<file path="config.mk">
export PLATFORM = sky130hd
export DESIGN_NAME = adc_serial_port
export DESIGN_NICKNAME = d
export VERILOG_FILES = /design/src/core/adc_port_pkg.sv /design/src/core/adc_serial_port.sv /design/src/core/pin_sync.sv /design/src/core/mod_clock_divider.sv
export VERILOG_INCLUDE_DIRS = /design/src /design/src/core
export SDC_FILE = /design/constraint.sdc
export NUM_CORES = 1
export LEC_CHECK = 0
export BUFFER_PORTS_ARGS = -buffer_cell sky130_fd_sc_hd__clkbuf_2
export CAP_MARGIN = 10
export CORE_AREA = 4 4 124 156
export DETAILED_ROUTE_END_ITERATION = 16
export DIE_AREA = 0 0 128 160
export GPL_ROUTABILITY_DRIVEN = 0
export PLACE_DENSITY = 0.59
export SLEW_MARGIN = 20
export SYNTH_ARGS = -nofsm -noshare
export SYNTH_HDL_FRONTEND = slang
export SYNTH_SLANG_ARGS = --single-unit
export TNS_END_PERCENT = 20
</file>
<file path="constraint.sdc">
create_clock -name clock -period 4.2 [get_ports clock]
set_input_delay 0 -clock clock [delete_from_list [all_inputs] [get_ports clock]]
set_output_delay 0 -clock clock [all_outputs]
set_load 0.1 [all_outputs]
</file>
<file path="src/core/adc_port_defines.svh">
/*
 * constants of the converter serial port and mode sequencer: command codes,
 * divider ratios, timeout and pulse counts.
 * assumes it is included by bare name before use.
 */
`ifndef ADC_PORT_DEFINES_SVH
`define ADC_PORT_DEFINES_SVH

// command byte codes, upper seven bits (last bit is don't care)
`define ADC_CMD_START 7'h04
`define ADC_CMD_SLEEP 7'h01
// upper nibble codes
`define ADC_CMD_RDATA 4'h1
`define ADC_CMD_WREG 4'h4
// field positions of the register write count
`define ADC_WREG_NN_MSB 1
`define ADC_WREG_NN_LSB 0

// modulator clock divide ratios
`define ADC_MOD_DIV_NORMAL 16
`define ADC_MOD_DIV_TURBO 8

// serial timeout in modulator periods
`define ADC_TIMEOUT_NORMAL 13955
`define ADC_TIMEOUT_TURBO 27910

// ready pulse length before each new result, modulator periods
`define ADC_CONV_DONE_N_PIN_PULSE 2
// low-power periods after each conversion in duty-cycle operation
`define ADC_DUTY_IDLE_PERIODS 3

// reset values
`define ADC_RESULT_RESET 16'h0000

`endif

</file>
<file path="src/core/adc_port_pkg.sv">
/*
 * types of the converter serial port and mode sequencer.
 * assumes nothing of its surroundings.
 */
package adc_port_pkg;

    typedef enum logic [1:0] {
        LOW_POWER_IDLE,
        CONVERTING,
        DUTY_WAIT,
        POWERED_DOWN
    } power_state_t;

    typedef struct packed {
        power_state_t state;
        logic continuous;
        logic sleep_pending;
        logic [15:0] conv_cnt;
        logic sclk_prev;
        logic [2:0] bit_cnt;
        logic [7:0] in_shift;
        logic [2:0] wreg_left;
        logic [15:0] out_shift;
        logic out_active;
        logic sdo;
        logic oe;
        logic conv_done_n_pin_n;
        logic [15:0] result;
        logic [14:0] timeout_cnt;
    } port_state_t;

    typedef struct packed {
        logic [3:0] count;
        logic tick;
        logic mod_clk;
    } div_state_t;

endpackage

</file>
<file path="src/core/adc_serial_port.sv">
/*
 * serial control port and operating-mode sequencer of a delta-sigma
 * converter: command shifting, wake and sleep, duty-cycle and turbo timing,
 * ready signalling and serial timeout.
 * assumes the conversion result arrives on conv_result from the same clock,
 * configuration bits come from same-clock logic, pins are asynchronous.
 */
`timescale 1ns/1ps
`include "adc_port_defines.svh"
module adc_serial_port #(
    parameter int unsigned TIMEOUT_NORMAL = `ADC_TIMEOUT_NORMAL,
    parameter int unsigned TIMEOUT_TURBO = `ADC_TIMEOUT_TURBO,
    parameter int unsigned PERIOD_DIV = 1
) (
    input wire logic clock,
    input wire logic reset,
    input wire logic clock_enable,
    input wire logic cs_n_pin,
    input wire logic sclk_pin,
    input wire logic din_pin,
    output logic serial_out_ready_pin,
    output logic serial_out_ready_pin_oe,
    output logic conv_done_n_pin,
    input wire logic conversion_mode_select,
    input wire logic ready_on_output_select,
    input wire logic duty_cycle_select,
    input wire logic turbo_select,
    input wire logic [2:0] rate_select,
    input wire logic [15:0] conv_result,
    output logic modulator_clock,
    output logic converting,
    output logic powered_down,
    output logic analog_enable,
    output logic reference_enable,
    output logic excitation_current_source_enable,
    output logic low_side_switch_closed,
    output adc_port_pkg::power_state_t power_state
);
    import adc_port_pkg::*;

    port_state_t st_reg, st_next;
    logic [2:0] pins_s;
    logic cs_s, sclk_s, din_s;
    logic mod_tick;
    logic rise, fall, cmd_open, timeout, complete;
    logic start_cmd, sleep_cmd, wreg_done, cmd_done;
    logic [7:0] in_byte;
    logic [15:0] period, duty_len;
    logic [14:0] timeout_last;

    initial begin
        if (PERIOD_DIV < 1 || PERIOD_DIV > 256)
            $error("adc_serial_port: PERIOD_DIV must lie in 1..256");
        if (TIMEOUT_NORMAL < 2 || TIMEOUT_TURBO < 2 || TIMEOUT_TURBO > 32767)
            $error("adc_serial_port: timeout counts out of range");
    end

    // conversion period in modulator periods for each rate setting
    function automatic logic [15:0] conv_period(input logic [2:0] sel);
        logic [15:0] p;
        case (sel)
            3'h0: p = 16'h3200; // 20 sps normal, 5 sps duty, 40 sps turbo
            3'h1: p = 16'h1639;
            3'h2: p = 16'h0b1c;
            3'h3: p = 16'h05b7;
            3'h4: p = 16'h0308;
            3'h5: p = 16'h01ab;
            default: p = 16'h0100; // 1 ksps normal, 250 sps duty, 2 ksps turbo
        endcase
        return 16'(p / PERIOD_DIV);
    endfunction

    // cs, sclk, din cross in through two flops; cs idles high
    pin_sync #(
        .WIDTH(3)
    ) u_sync (
        .clock(clock),
        .reset(reset),
        .clock_enable(clock_enable),
        .pins_async({cs_n_pin, sclk_pin, din_pin}),
        .reset_value(3'h4),
        .pins_sync(pins_s)
    );

    // modulator timing base
    mod_clock_divider u_div (
        .clock(clock),
        .reset(reset),
        .clock_enable(clock_enable),
        .turbo_select(turbo_select),
        .mod_tick(mod_tick),
        .modulator_clock(modulator_clock)
    );

    assign cs_s = pins_s[2];
    assign sclk_s = pins_s[1];
    assign din_s = pins_s[0];

    // edge detection and decode of the byte about to complete
    always_comb begin
        rise = sclk_s & ~st_reg.sclk_prev;
        fall = ~sclk_s & st_reg.sclk_prev;
        in_byte = {st_reg.in_shift[6:0], din_s};
        period = conv_period(rate_select);
        duty_len = 16'(`ADC_DUTY_IDLE_PERIODS * period);
        timeout_last = turbo_select ? 15'(TIMEOUT_TURBO - 1) : 15'(TIMEOUT_NORMAL - 1);
        cmd_open = (st_reg.bit_cnt != 3'h0) || (st_reg.wreg_left != 3'h0);
        timeout = mod_tick && cmd_open && (st_reg.timeout_cnt >= timeout_last);
        complete = mod_tick && (st_reg.state == CONVERTING)
            && (st_reg.conv_cnt >= period - 16'h0001);
    end

    // next-state: serial port, conversion sequencer, pins
    always_comb begin
        st_next = st_reg;
        start_cmd = 1'b0;
        sleep_cmd = 1'b0;
        wreg_done = 1'b0;
        cmd_done = 1'b0;
        st_next.sclk_prev = sclk_s;
        st_next.oe = ~cs_s;
        if (cs_s || timeout) begin
            // port reset: clock ignored, partial command dropped
            st_next.bit_cnt = 3'h0;
            st_next.wreg_left = 3'h0;
            st_next.in_shift = 8'h00;
            st_next.out_active = 1'b0;
            st_next.timeout_cnt = 15'h0000;
        end else begin
            if (fall) begin
                st_next.in_shift = in_byte;
                st_next.bit_cnt = st_reg.bit_cnt + 3'h1;
                if (st_reg.bit_cnt == 3'h7) begin
                    if (st_reg.wreg_left != 3'h0) begin
                        st_next.wreg_left = st_reg.wreg_left - 3'h1;
                        wreg_done = (st_reg.wreg_left == 3'h1);
                        cmd_done = wreg_done;
                    end else begin
                        cmd_done = (in_byte[7:4] != `ADC_CMD_WREG);
                        start_cmd = (in_byte[7:1] == `ADC_CMD_START);
                        sleep_cmd = (in_byte[7:1] == `ADC_CMD_SLEEP);
                        if (in_byte[7:4] == `ADC_CMD_WREG) begin
                            st_next.wreg_left = 3'({1'b0,
                                in_byte[`ADC_WREG_NN_MSB:`ADC_WREG_NN_LSB]}) + 3'h1;
                        end
                        if (in_byte[7:4] == `ADC_CMD_RDATA) begin
                            st_next.out_shift = st_reg.result;
                            st_next.out_active = 1'b0;
                        end
                    end
                end
            end
            if (rise) begin
                st_next.sdo = st_reg.out_shift[15];
                st_next.out_shift = {st_reg.out_shift[14:0], 1'b0};
                st_next.out_active = 1'b1;
                st_next.conv_done_n_pin_n = 1'b1;
            end
            if (cmd_done) begin
                st_next.timeout_cnt = 15'h0000;
            end else if (mod_tick) begin
                st_next.timeout_cnt = cmd_open ? st_reg.timeout_cnt + 15'h0001 : 15'h0000;
            end
        end

        // conversion sequencer, advanced once per modulator period
        if (mod_tick) begin
            case (st_reg.state)
                CONVERTING: begin
                    st_next.conv_cnt = st_reg.conv_cnt + 16'h0001;
                    if (st_reg.continuous && !st_reg.conv_done_n_pin_n
                            && st_reg.conv_cnt == period - 16'(`ADC_CONV_DONE_N_PIN_PULSE + 1)) begin
                        st_next.conv_done_n_pin_n = 1'b1;
                    end
                end
                DUTY_WAIT: begin
                    st_next.conv_cnt = st_reg.conv_cnt + 16'h0001;
                    if (st_reg.conv_cnt >= duty_len - 16'h0001) begin
                        st_next.state = CONVERTING;
                        st_next.conv_cnt = 16'h0000;
                    end
                end
                default: begin
                    st_next.conv_cnt = 16'h0000;
                end
            endcase
        end
        if (complete) begin
            st_next.result = conv_result;
            st_next.out_shift = conv_result;
            st_next.out_active = 1'b0;
            st_next.conv_done_n_pin_n = 1'b0;
            st_next.conv_cnt = 16'h0000;
            if (st_reg.sleep_pending) begin
                st_next.state = POWERED_DOWN;
                st_next.sleep_pending = 1'b0;
            end else if (!st_reg.continuous) begin
                st_next.state = LOW_POWER_IDLE;
            end else if (duty_cycle_select) begin
                st_next.state = DUTY_WAIT;
            end else begin
                st_next.state = CONVERTING;
            end
        end

        // commands override the sequencer
        if (start_cmd) begin
            st_next.state = CONVERTING;
            st_next.conv_cnt = 16'h0000;
            st_next.continuous = conversion_mode_select;
            st_next.sleep_pending = 1'b0;
        end else if (wreg_done) begin
            st_next.continuous = (st_reg.state == POWERED_DOWN) ? 1'b0
                : conversion_mode_select;
            st_next.state = CONVERTING;
            st_next.conv_cnt = 16'h0000;
            st_next.sleep_pending = 1'b0;
        end else if (sleep_cmd) begin
            if (st_next.state == CONVERTING) begin
                st_next.sleep_pending = 1'b1;
            end else begin
                st_next.state = POWERED_DOWN;
            end
        end

        // shared pin shows ready while no data is being shifted
        if (ready_on_output_select && !st_next.out_active) begin
            st_next.sdo = st_next.conv_done_n_pin_n;
        end
    end

    // power-up performs one single conversion
    always_ff @(posedge clock) begin
        if (reset) begin
            st_reg <= '0;
            st_reg.state <= CONVERTING;
            st_reg.conv_done_n_pin_n <= 1'b1;
            st_reg.sclk_prev <= 1'b0;
            st_reg.result <= `ADC_RESULT_RESET;
        end else if (clock_enable) begin
            st_reg <= st_next;
        end
    end

    // pins and power controls, all from registers
    assign serial_out_ready_pin = st_reg.sdo;
    assign serial_out_ready_pin_oe = st_reg.oe;
    assign conv_done_n_pin = st_reg.conv_done_n_pin_n;
    assign power_state = st_reg.state;
    assign converting = (st_reg.state == CONVERTING);
    assign powered_down = (st_reg.state == POWERED_DOWN);
    assign analog_enable = converting;
    assign reference_enable = ~powered_down;
    assign excitation_current_source_enable = ~powered_down;
    assign low_side_switch_closed = ~powered_down;
endmodule // adc_serial_port

</file>
<file path="src/core/pin_sync.sv">
/*
 * two flip-flop synchroniser for a group of pin inputs.
 * assumes inputs are asynchronous to clock.
 */
`timescale 1ns/1ps
module pin_sync #(
    parameter int unsigned WIDTH = 3
) (
    input wire logic clock,
    input wire logic reset,
    input wire logic clock_enable,
    input wire logic [WIDTH-1:0] pins_async,
    input wire logic [WIDTH-1:0] reset_value,
    output logic [WIDTH-1:0] pins_sync
);
    typedef struct packed {
        logic [WIDTH-1:0] stage1;
        logic [WIDTH-1:0] stage2;
    } sync_state_t;

    sync_state_t sync_reg, sync_next;

    initial begin
        if (WIDTH < 1) $error("pin_sync: WIDTH must be at least 1");
    end

    // first stage feeds only the second
    always_comb begin
        sync_next = sync_reg;
        sync_next.stage1 = pins_async;
        sync_next.stage2 = sync_reg.stage1;
    end

    // reset loads the idle level of each pin, so no false edge follows it
    always_ff @(posedge clock) begin
        if (reset) begin
            sync_reg <= {reset_value, reset_value};
        end else if (clock_enable) begin
            sync_reg <= sync_next;
        end
    end

    assign pins_sync = sync_reg.stage2;
endmodule // pin_sync

</file>
<file path="src/core/mod_clock_divider.sv">
/*
 * modulator clock divider: one tick per modulator period and a square
 * modulator clock level.
 * assumes the system clock drives clock.
 */
`timescale 1ns/1ps
`include "adc_port_defines.svh"
module mod_clock_divider #(
    parameter int unsigned DIV_NORMAL = `ADC_MOD_DIV_NORMAL,
    parameter int unsigned DIV_TURBO = `ADC_MOD_DIV_TURBO
) (
    input wire logic clock,
    input wire logic reset,
    input wire logic clock_enable,
    input wire logic turbo_select,
    output logic mod_tick,
    output logic modulator_clock
);
    import adc_port_pkg::*;

    div_state_t div_reg, div_next;
    logic [3:0] last;

    initial begin
        if (DIV_NORMAL < 2 || DIV_NORMAL > 16 || DIV_TURBO < 2 || DIV_TURBO > 16)
            $error("mod_clock_divider: ratios must lie in 2..16");
    end

    // divide by 16 normally, by 8 in turbo
    always_comb begin
        last = turbo_select ? 4'(DIV_TURBO - 1) : 4'(DIV_NORMAL - 1);
        div_next = div_reg;
        div_next.tick = 1'b0;
        if (div_reg.count >= last) begin
            div_next.count = 4'h0;
            div_next.tick = 1'b1;
        end else begin
            div_next.count = div_reg.count + 4'h1;
        end
        div_next.mod_clk = (div_next.count < {1'b0, last[3:1]} + 4'h1);
    end

    always_ff @(posedge clock) begin
        if (reset) begin
            div_reg <= '0;
        end else if (clock_enable) begin
            div_reg <= div_next;
        end
    end

    assign mod_tick = div_reg.tick & clock_enable;
    assign modulator_clock = div_reg.mod_clk;
endmodule // mod_clock_divider

</file>
==> Yosys cells after proc, flatten, opt, wreduce, memory -nomap -nowiden <==
Cells that the tools add are included.
{ "totals": {"regBits": 97, "inputBits": 29, "out_inout_bits": 12, "wordCells": 160} }
{ "op_classes": {"addsub": 10, "n_mul": 1, "order_cmp": 5, "eq_ne": 20, "muxes": 65, "bitwise": 7, "n_reduce_logical": 32} }
{ "op_table": {"columns": ["cell", "n"], "rows": [
  ["2-to-1 mux 17 bit", 5],
  ["one-hot mux 14 bit (6 select lines)", 1],
  ["2-to-1 mux 15 bit", 5],
  ["2-to-1 mux 16 bit", 4],
  ["2-to-1 mux 20 bit", 2],
  ["greater-or-equal comparator 16 bit", 2],
  ["one-hot mux 16 bit (2 select lines)", 1],
  ["subtractor 16 x 1 -> 16 bit, second input constant", 2],
  ["2-to-1 mux 31 bit", 1],
  ["2-to-1 mux 1 bit", 30],
  ["nonzero test 3 bit", 7],
  ["2-to-1 mux 2 bit", 10],
  ["2-to-1 mux 18 bit", 1],
  ["adder 16 x 1 -> 16 bit, second input constant", 1],
  ["== test 16 bit", 1],
  ["multiplier 2 x 16 -> 16 bit, first input constant", 1],
  ["subtractor 16 x 2 -> 16 bit, second input constant", 1],
  ["adder 15 x 1 -> 15 bit, second input constant", 1],
  ["greater-or-equal comparator 15 bit", 1],
  ["2-to-1 mux 14 bit", 1],
  ["AND reduction 2 bit", 5],
  ["== test 3 bit, second input constant", 3],
  ["2-to-1 mux 4 bit", 2],
  ["nonzero test 2 bit", 4],
  ["other kinds (30)", 48]
]} }

==> Logic depth before layout (Yosys ltp) <==
Gate-level depths: netlist of run 1.
{ "depth": {"depth_word": 14, "depth_mapped": 25, "mapped_depth_nobuf": 21} }

==> Modules after synthesis <==
Synthesis of run 1 repeated with hierarchy kept, for this count alone.
{ "unflattened": {"cells_unflattened": 902, "area_unflattened_um2": 7305.8} }
{ "modules_own_cells": {"columns": ["mod", "n_inst", "cells_per_inst", "area_per_inst_um2", "seq_area_each_um2"], "rows": [
  ["adc_serial_port", 1, 850, 6677.7, 1701.6],
  ["mod_clock_divider", 1, 38, 340.3, 120.1],
  ["pin_sync", 1, 14, 287.8, 180.2]
]} }

==> Least setup slack after synthesis of run 1 <==
No wires, ideal clock.
{ "synth_path": {"path_type": "input port to flip-flop", "from": "in rate_select[0]", "to": "reg st_reg[75] in the netlist's numbering", "setup_time_ps": 142, "t_arrival_ps": 3934, "required_ps": 4058, "setup_slack_ps": 124, "cell_stages": 23, "path_buffers": 5, "cell_sequence": "buf_2 -> buf_2 -> buf_1 -> o21ai_0 -> nand2_1 -> ha_1 -> clkbuf_1 -> inv_1 -> ha_1 -> nor3_1 -> o21ai_0 -> a31o_2 -> o41ai_1 -> xor2_1 -> ha_1 -> a21oi_1 -> o21ai_0 -> a41oi_1 -> a211oi_2 -> o31ai_1 -> a311oi_4 -> buf_6 -> a211oi_2"} }
{ "synth_between": {"elab_chain_len": 11, "elab_cells_between_ends": 21, "cone_classes": "add/sub: 2; mul: 1; order compare: 2; eq/ne: 5; mux: 7; reduce/logical: 4"} }
{ "synth_lines": {"columns": ["element", "line", "source"], "rows": [
  ["from (decl)", "adc_serial_port.sv:28", "input wire logic [2:0] rate_select,"],
  ["== test 3 bit (tied with other cells)", "adc_serial_port.sv:61", "case (sel)"],
  ["one-hot mux 14 bit (6 select lines) (*)", "adc_serial_port.sv:61", null],
  ["multiplier 2 x 16 -> 16 bit (no source line)", null, null],
  ["subtractor 16 x 1 -> 16 bit", "adc_serial_port.sv:178", "if (st_reg.conv_cnt >= duty_len - 16'h0001) begin"],
  ["greater-or-equal comparator 16 bit", "adc_serial_port.sv:178", null],
  ["2-to-1 mux 16 bit", "adc_serial_port.sv:178", null],
  ["one-hot mux 16 bit (2 select lines)", "adc_serial_port.sv:168", "case (st_reg.state)"],
  ["2-to-1 mux 16 bit", "adc_serial_port.sv:167", "if (mod_tick) begin"],
  ["2-to-1 mux 17 bit", "adc_serial_port.sv:188", "if (complete) begin"],
  ["2-to-1 mux 16 bit", "adc_serial_port.sv:212", "end else if (wreg_done) begin"],
  ["2-to-1 mux 20 bit", "adc_serial_port.sv:207", "if (start_cmd) begin"],
  ["to (signal assigned)", "adc_serial_port.sv:241", "st_reg <= st_next;"],
  ["to (decl)", "adc_serial_port.sv:41", "port_state_t st_reg, st_next;"]
]} }
Mark *: on every way between the ends. The rest lies on a longest branch, timed or not. The select of a mux whose other input is x is not followed.
A chain may end at the register's enable or synchronous reset.

==> Worst setup path in the final report of run 1 <==
{ "layout_path": {"from": "in rate_select[1]", "to": "reg st_reg[68] in the netlist's numbering"} }
The elaborated chain is that of the path after synthesis.

==> impl_results.md, run 1 <==
* Power per standard cell area at 276 nW/um^2
* Initial core utilization at between 30 and 40%
* Share of layout cells above drive strength 1 at 14.9%
* Hold WC Path Type: in2reg
* Max clock buf depth at 2
* Leading area contributor after synthesis: dfxtp_1
* Delay-heaviest family, CP: compound AO/OA/AOI/OAI gates
* Post-detail-place hpwl at 12900 um
* Outcome: completed
* Clock Pin Slew Worst Setup and Hold Paths at 0.06 ns
* Total GRT Usage at 17.5%
* CTS tree: done
* Fillcell total at about 1800
* Final ANT Viol Nets at 0
* Max Cap Viol at 0
* Worst Hold End: serial_out_ready_pin
* FP Rows at 55
* Largest net degree at the start of global routing at 87
* Synth top area share at 27.4%
* Max-slew violation count at 0
* Initial antenna violation count at 0
* CP Buf/Inv Count at 4
* Total gr overflow at 0
* Max FFs per register at between 70 and 80
* Critical path's slowest cell: a31o_2
* Number of synthesized flops with an enable pin at 0
* CP arrival at approximately 3.9 ns
* First-pass GRT wire length at 30200 um
* Port buffer count at 40
* Synth area leaders: dfxtp_1 27%, ha_1 13%, a21oi_1 5.6%
* Hold path cells at 4
* Async SR Flop Fraction at 0%
* Core area at 17900 um^2
* Final clock skew at roughly 0.0099 ns
* Register area at 1940 um^2
* Multi-input logic area at 4680 um^2
* CP endpoint kind: flop
* Die H at 160 um
* R2R cell count at 7
* Worst r2r src: st_reg[51]
* DIE AREA at 20500 um^2
* Final setup fails at 0
* Mapped Nets at 960
* Leakage at 0.00316 uW
* Total CTS buffers at 9
* Data required time at the worst endpoint at 4.38 ns
* Slew headroom at 33.0%
* Peak supply drop at 302 uV
* Top FF cell, synth: dfxtp_1
* Flop2flop setup slack at about 1.3 ns
* Drt pass-1 iters at 5
* Critical Path Source Type: primary input
* Root buffer cell: clkbuf_16
* Setup_tns at 0 ns
* N_diodes at 0
* I/O pins at 41
* Post-Syn Area per Cell at 8.25 um^2
* Vias at about 6600
* Yosys warns at 0
* R2r endpoint: st_reg[11]
* Post-DP Area at roughly 7600 um^2
* Highest Clock Rate at about 270 MHz
* Most frequent cell after synthesis: dfxtp_1
* Final Instance Area at 8090 um^2
* Worst hold start: ready_on_output_select
* Cell Chain, Critical Path: clkbuf_2 -> buf_4 -> xor2_1 -> nand2_1 -> inv_1 -> ha_1 -> xor2_1 -> o21ai_0 -> a21oi_1 -> o21ai_0 -> a31o_2 -> o41ai_2 -> xor2_1 -> ha_1 -> a21oi_1 -> o21ai_0 -> a41oi_1 -> a211oi_2 -> o31ai_2 -> a311oi_4 -> buf_12 -> a211oi_1
* Mean routed wirelength per cell at about 16 um
* Period utilization at between 80 and 90%
* Worst-Margin Slew at 1.01 ns
* Area Growth Syn to Fin at 14.3%
* DRT iter0 DRCs at 512
* Die Wd at roughly 130 um
* Final hold violations at 0
* Vias in the first global route at 6138
* Clk sinks at slightly below 100
* Top cells by count, synth: 97 x dfxtp_1, 79 x a21oi_1, 75 x nand2_1, 72 x ha_1, 66 x nor2_1
* Yosys reg bits at 97
* Post-synthesis sequential area ratio at a little over a quarter
* Clock Latency Late Sink at about 0.35 ns
* Synth Cell Area at between 7000 and 8000 um^2
* Vias/cell at approximately 5.8
* Setup crit start: rate_select[1]
* CP peak stage delay at 0.31 ns
* WL final at 17900 um
* Yosys cell types at 82
* Htree depth at 3
* Minimum clock period at 3.76 ns
* Syn Inst Count at between 800 and 900
* NumNets Final at 1012
* Residual DRC at 0
* Setup CP Type: in2reg
* RSZ-0062 raised after global routing: false
* Crit-path max FO at 16
[per-stage QoR]
step | hold slack [ns] | setup WS, ns | utilization [%] | total power (uW) | instances
after floorplan | 0.122 | 0.124 | - | 1270 | 858
after global placement | 0.208 | 0.0848 | 42.3 | 1390 | 1107
after detailed placement | 0.213 | 0.0360 | 42.3 | 1390 | 1107
after CTS | 0.0260 | 0.344 | 45.1 | 2260 | 1143
after global routing | 0.0655 | 0.0601 | 45.2 | 2330 | 1143
final | 0.0381 | 0.442 | 45.2 | 2230 | 1143
[layout make-up]
cell class	count	share of cell area, %
Inverter	47	2.20
Clock inverter	7	0.944
Multi-Input combinational cell	657	57.9
Tap cell	228	3.53
Sequential cell	97	24.0
Timing Repair Buffer	98	8.66
Clock buffer	9	2.79
[where the power goes]
| group | leakage, uW | switching (uW) | internal, uW |
|---|---|---|---|
| Clock | 0.000143 | 375 | 467 |
| Combinational | 0.00223 | 286 | 167 |
| Sequential | 0.000784 | 9.27 | 928 |
[layer usage]
layer | track usage, % | wire length [um]
met1 | 22.5 | 7900
met2 | 30.6 | 9010
met3 | 2.11 | 662
met4 | 4.87 | 335
met5 | 0 | 0
[tightest hold or removal path, cell delays in order]
cell,delay [ns]
clkbuf_2,0.10
o41ai_1,0.06
a211o_1,0.12
a221oi_2,0.06
[logic make-up (layout without fill, tap and decap cells)]
group                      after synthesis  count (layout)  share of synthesized area [%]
AOI/OAI and AO/OA                      274             274                           28.1
and+or+nand+nor                        265             265                           19.1
buffers and inverters                  104             161                           6.58
DFF                                     97              97                           27.4
adders and majority gates               73              73                           13.0
xor gates and xnor gates                36              36                           4.46
muxes                                    9               9                           1.29
[timing repair]
action,in CTS,in global routing
buffers inserted,0,0
endpoints found under the hold margin,22,0
endpoints found under the setup margin,0,18
gates resized for setup,0,2
hold buffers,20,0
[worst max-delay path by stage]
stage / end / slack [ns] / depth (start not counted)
after floorplan: st_reg[75] / 0.12 / 23
after global placement: st_reg[68] / 0.08 / 22
after detailed placement: st_reg[68] / 0.04 / 22
after CTS: st_reg[68] / 0.34 / 22
after global routing: st_reg[66] / 0.06 / 22
final: st_reg[68] / 0.44 / 22
[placed cells by master, fill, tap and decap left out, types with 5 or more instances in the layout]
| cell | Yosys | routed |
|---|---|---|
| a22oi_1 | 10 | 10 |
| dlygate4sd3_1 | 0 | 20 |
| nand3_1 | 26 | 26 |
| o31ai_1 | 17 | 16 |
| clkbuf_16 | 0 | 9 |
| a31oi_1 | 6 | 6 |
| and2_1 | 6 | 6 |
| o2111ai_1 | 18 | 18 |
| a211o_1 | 6 | 6 |
| clkbuf_2 | 0 | 39 |
| nor3_1 | 14 | 14 |
| nor2_1 | 66 | 66 |
| a221o_1 | 15 | 15 |
| a211oi_1 | 10 | 10 |
| nand2_1 | 75 | 75 |
| nand4_1 | 10 | 10 |
| a21oi_1 | 79 | 79 |
| inv_1 | 45 | 45 |
| nand2b_1 | 6 | 6 |
| xor2_1 | 16 | 16 |
| o22ai_1 | 5 | 5 |
| o21ai_0 | 41 | 41 |
| dfxtp_1 | 97 | 97 |
| a21o_1 | 8 | 8 |
| xnor2_1 | 20 | 20 |
| mux2i_1 | 8 | 8 |
| buf_4 | 5 | 38 |
| a211oi_2 | 14 | 14 |
| or4_1 | 15 | 15 |
| nor2b_1 | 10 | 10 |
| ha_1 | 72 | 72 |
Power figures use the tool's default switching activity.
==> inputs of run 2 (changes only) <==
Settings changed: CORE_AREA 4 4 124 156 to 4 4 106 183, CTS_CLUSTER_SIZE set to 28, DIE_AREA 0 0 128 160 to 0 0 110 187, REMOVE_ABC_BUFFERS set to 1.
==> run 2 against run 1 <==
- utilization rose by 0.25 points
- sequential power barely moved
- hold slack got worse by 0.0077 ns
- non-clock buffer count rose by 5
- critical path depth fell by 3
- first-iteration DRC count fell by 48%
- highest routed layer unchanged
- via count rose by 0.56%
- global-route usage rose by 2.3 points
==> impl_results.md, run 2 (synthesis results as in run 1) <==
* Outcome: completed
* Max Cap Viol at 0
* Total gr overflow at 0
* Vias in the first global route at ~6600
* Fillcell total at 1819
* Register area at approximately 2000 um^2
* Slew headroom at 41.3%
* Peak supply drop at 282 uV
* Total GRT Usage at 19.8%
* Max-slew violation count at 0
* Clock Pin Slew Worst Setup and Hold Paths at approximately 0.07 ns
* End-of-flow core utilization at 45.4%
* DP Worst Slack at -0.100 ns
* FP Rows at 65
* DRT iter0 DRCs at 264
* Highest Clock Rate at 258 MHz
* NumNets Final at 1017
* CTS tree: done
* Largest net degree at the start of global routing at 71
* Port buffer count at 40
* Max FFs per register at 73
* Post-detail-place hpwl at 14600 um
* Area Growth Syn to Fin at 15.5%
* Multi-input logic area at about 4700 um^2
* Data required time at the worst endpoint at ~4.4 ns
* Share of layout cells above drive strength 1 at 15.1%
* DIE AREA at between 20000 and 25000 um^2
* Die H at 187 um
* GRT met2 Usage at 36.5%
* Period utilization at 92.4%
* Residual DRC at 0
* N_diodes at 0
* Drt pass-1 iters at 4
* Htree depth at 3
* Leakage at 0.00321 uW
* Worst-Margin Slew at 0.879 ns
* Final WS setup at approximately 0.32 ns
* RSZ-0062 raised after global routing: false
* Mean routed wirelength per cell at around 17 um
* Core area at 18000 um^2
* Setup CP Type: in2reg
* Final setup fails at 0
* Root buffer cell: clkbuf_16
* Crit-path max FO at 16
* Leading cell types in the layout, fill and taps excluded: 97 x dfxtp_1, 79 x a21oi_1, 75 x nand2_1
* Die Wd at 110 um
* First-pass GRT wire length at 32700 um
* Final Instance Area at between 8000 and 9000 um^2
* Max clock buf depth at 2
* Final ANT Viol Nets at 0
* Global routing's busiest layer: met2
* Power per standard cell area at 284 nW/um^2
* # Post-CTS Setup Buffers at 0
* Critical Path Source Type: primary input
* WL final at 19700 um
* Initial core utilization at between 30% and 40%
* Post-DP Area at 7600 um^2
* I/O pins at 41
* Final worst hold slack at 0.0304 ns
* Final hold violations at 0
* Total CTS buffers at 9
* Vias at 6612
* Hold WC Path Type: in2reg
* Minimum clock period at 3.88 ns
* Clock Latency Late Sink at 0.35 ns
* Initial antenna violation count at 0
* CP arrival at about 4.1 ns
* M1 GR Usage at between 20% and 30%
* Vias/cell at about 5.7
* Final clock skew at 0.00820 ns
* Clk sinks at 97
* Met3 Usage GRT at 2.42%
* CP endpoint kind: flop
* Most common cell after layout, fill and taps aside: dfxtp_1
## run 2: cell types whose count changed in the layout (fill, tap and decap cells not counted), sizes merged
| cell | previous run | this run |
|---|---|---|
| buf | 39 | 42 |
| bufinv | 1 | 2 |
| clkinv | 2 | 1 |
| inv | 49 | 50 |
| dlygate4sd3 | 20 | 22 |
| clkinvlp | 2 | 1 |
## run 2: timing repair
item | 4_1_cts | 5_1_grt
setup endpoints to repair | 0 | 17
endpoints found under the hold margin | 32 | 0
hold buffers | 22 | 0
gates resized for setup | 0 | 2
## run 2: power by group
part,leakage (uW),internal [uW],switching [uW]
Clock,0.000160,535,388
Sequential,0.000784,928,9.68
Combinational,0.00226,170,292
Total,0.00321,1630,690
## run 2: worst max-delay path, cell delays in order
cell and delay, ns:
clkbuf_2 0.14, buf_4 0.16, xor2_1 0.17, nand2_1 0.14
ha_1 0.22, inv_1 0.06, ha_1 0.32, a21o_1 0.12
a21oi_1 0.07, o31ai_1 0.39, xor2_1 0.15, ha_1 0.32
nand4_1 0.12, or4_1 0.65, a211oi_2 0.34, o31ai_2 0.12
a311oi_4 0.30, buf_12 0.20, a211oi_1 0.06
## run 2: cell type report
| class | instances | area share [%] |
|---|---|---|
| well taps | 234 | 3.58 |
| inverters | 47 | 2.18 |
| flip-flops and latches | 97 | 23.8 |
| clock inverters | 7 | 1.32 |
| multi-input cells | 657 | 57.3 |
| clock buffers | 9 | 2.76 |
| repair buffers | 103 | 9.10 |
## run 2: final timing paths
| kind | startpoint | end | slack (ns) | cells after the start |
|---|---|---|---|---|
| worst max-delay path | rate_select[1] | st_reg[67] | 0.32 | 19 |
| worst min register to register | st_reg[52] | st_reg[52] | 0.45 | 2 |
| worst max register to register | st_reg[51] | st_reg[83] | 1.07 | 11 |
| worst min-delay path | ready_on_output_select | serial_out_ready_pin | 0.03 | 4 |
## run 2: metrics by stage
step	total power [uW]	instances	TNS, ns
after global placement	1400	1116	0
after floorplan	1240	801	-26.79
final	2320	1154	0
after global routing	2430	1154	0
after detailed placement	1400	1116	-1.14
after CTS	2350	1154	0
## run 2: metal layers
layer	routed length, um	share of wire, %
met1	7490	38
met2	10900	55
met3	595	3.0
met4	712	3.6
met5	0	0
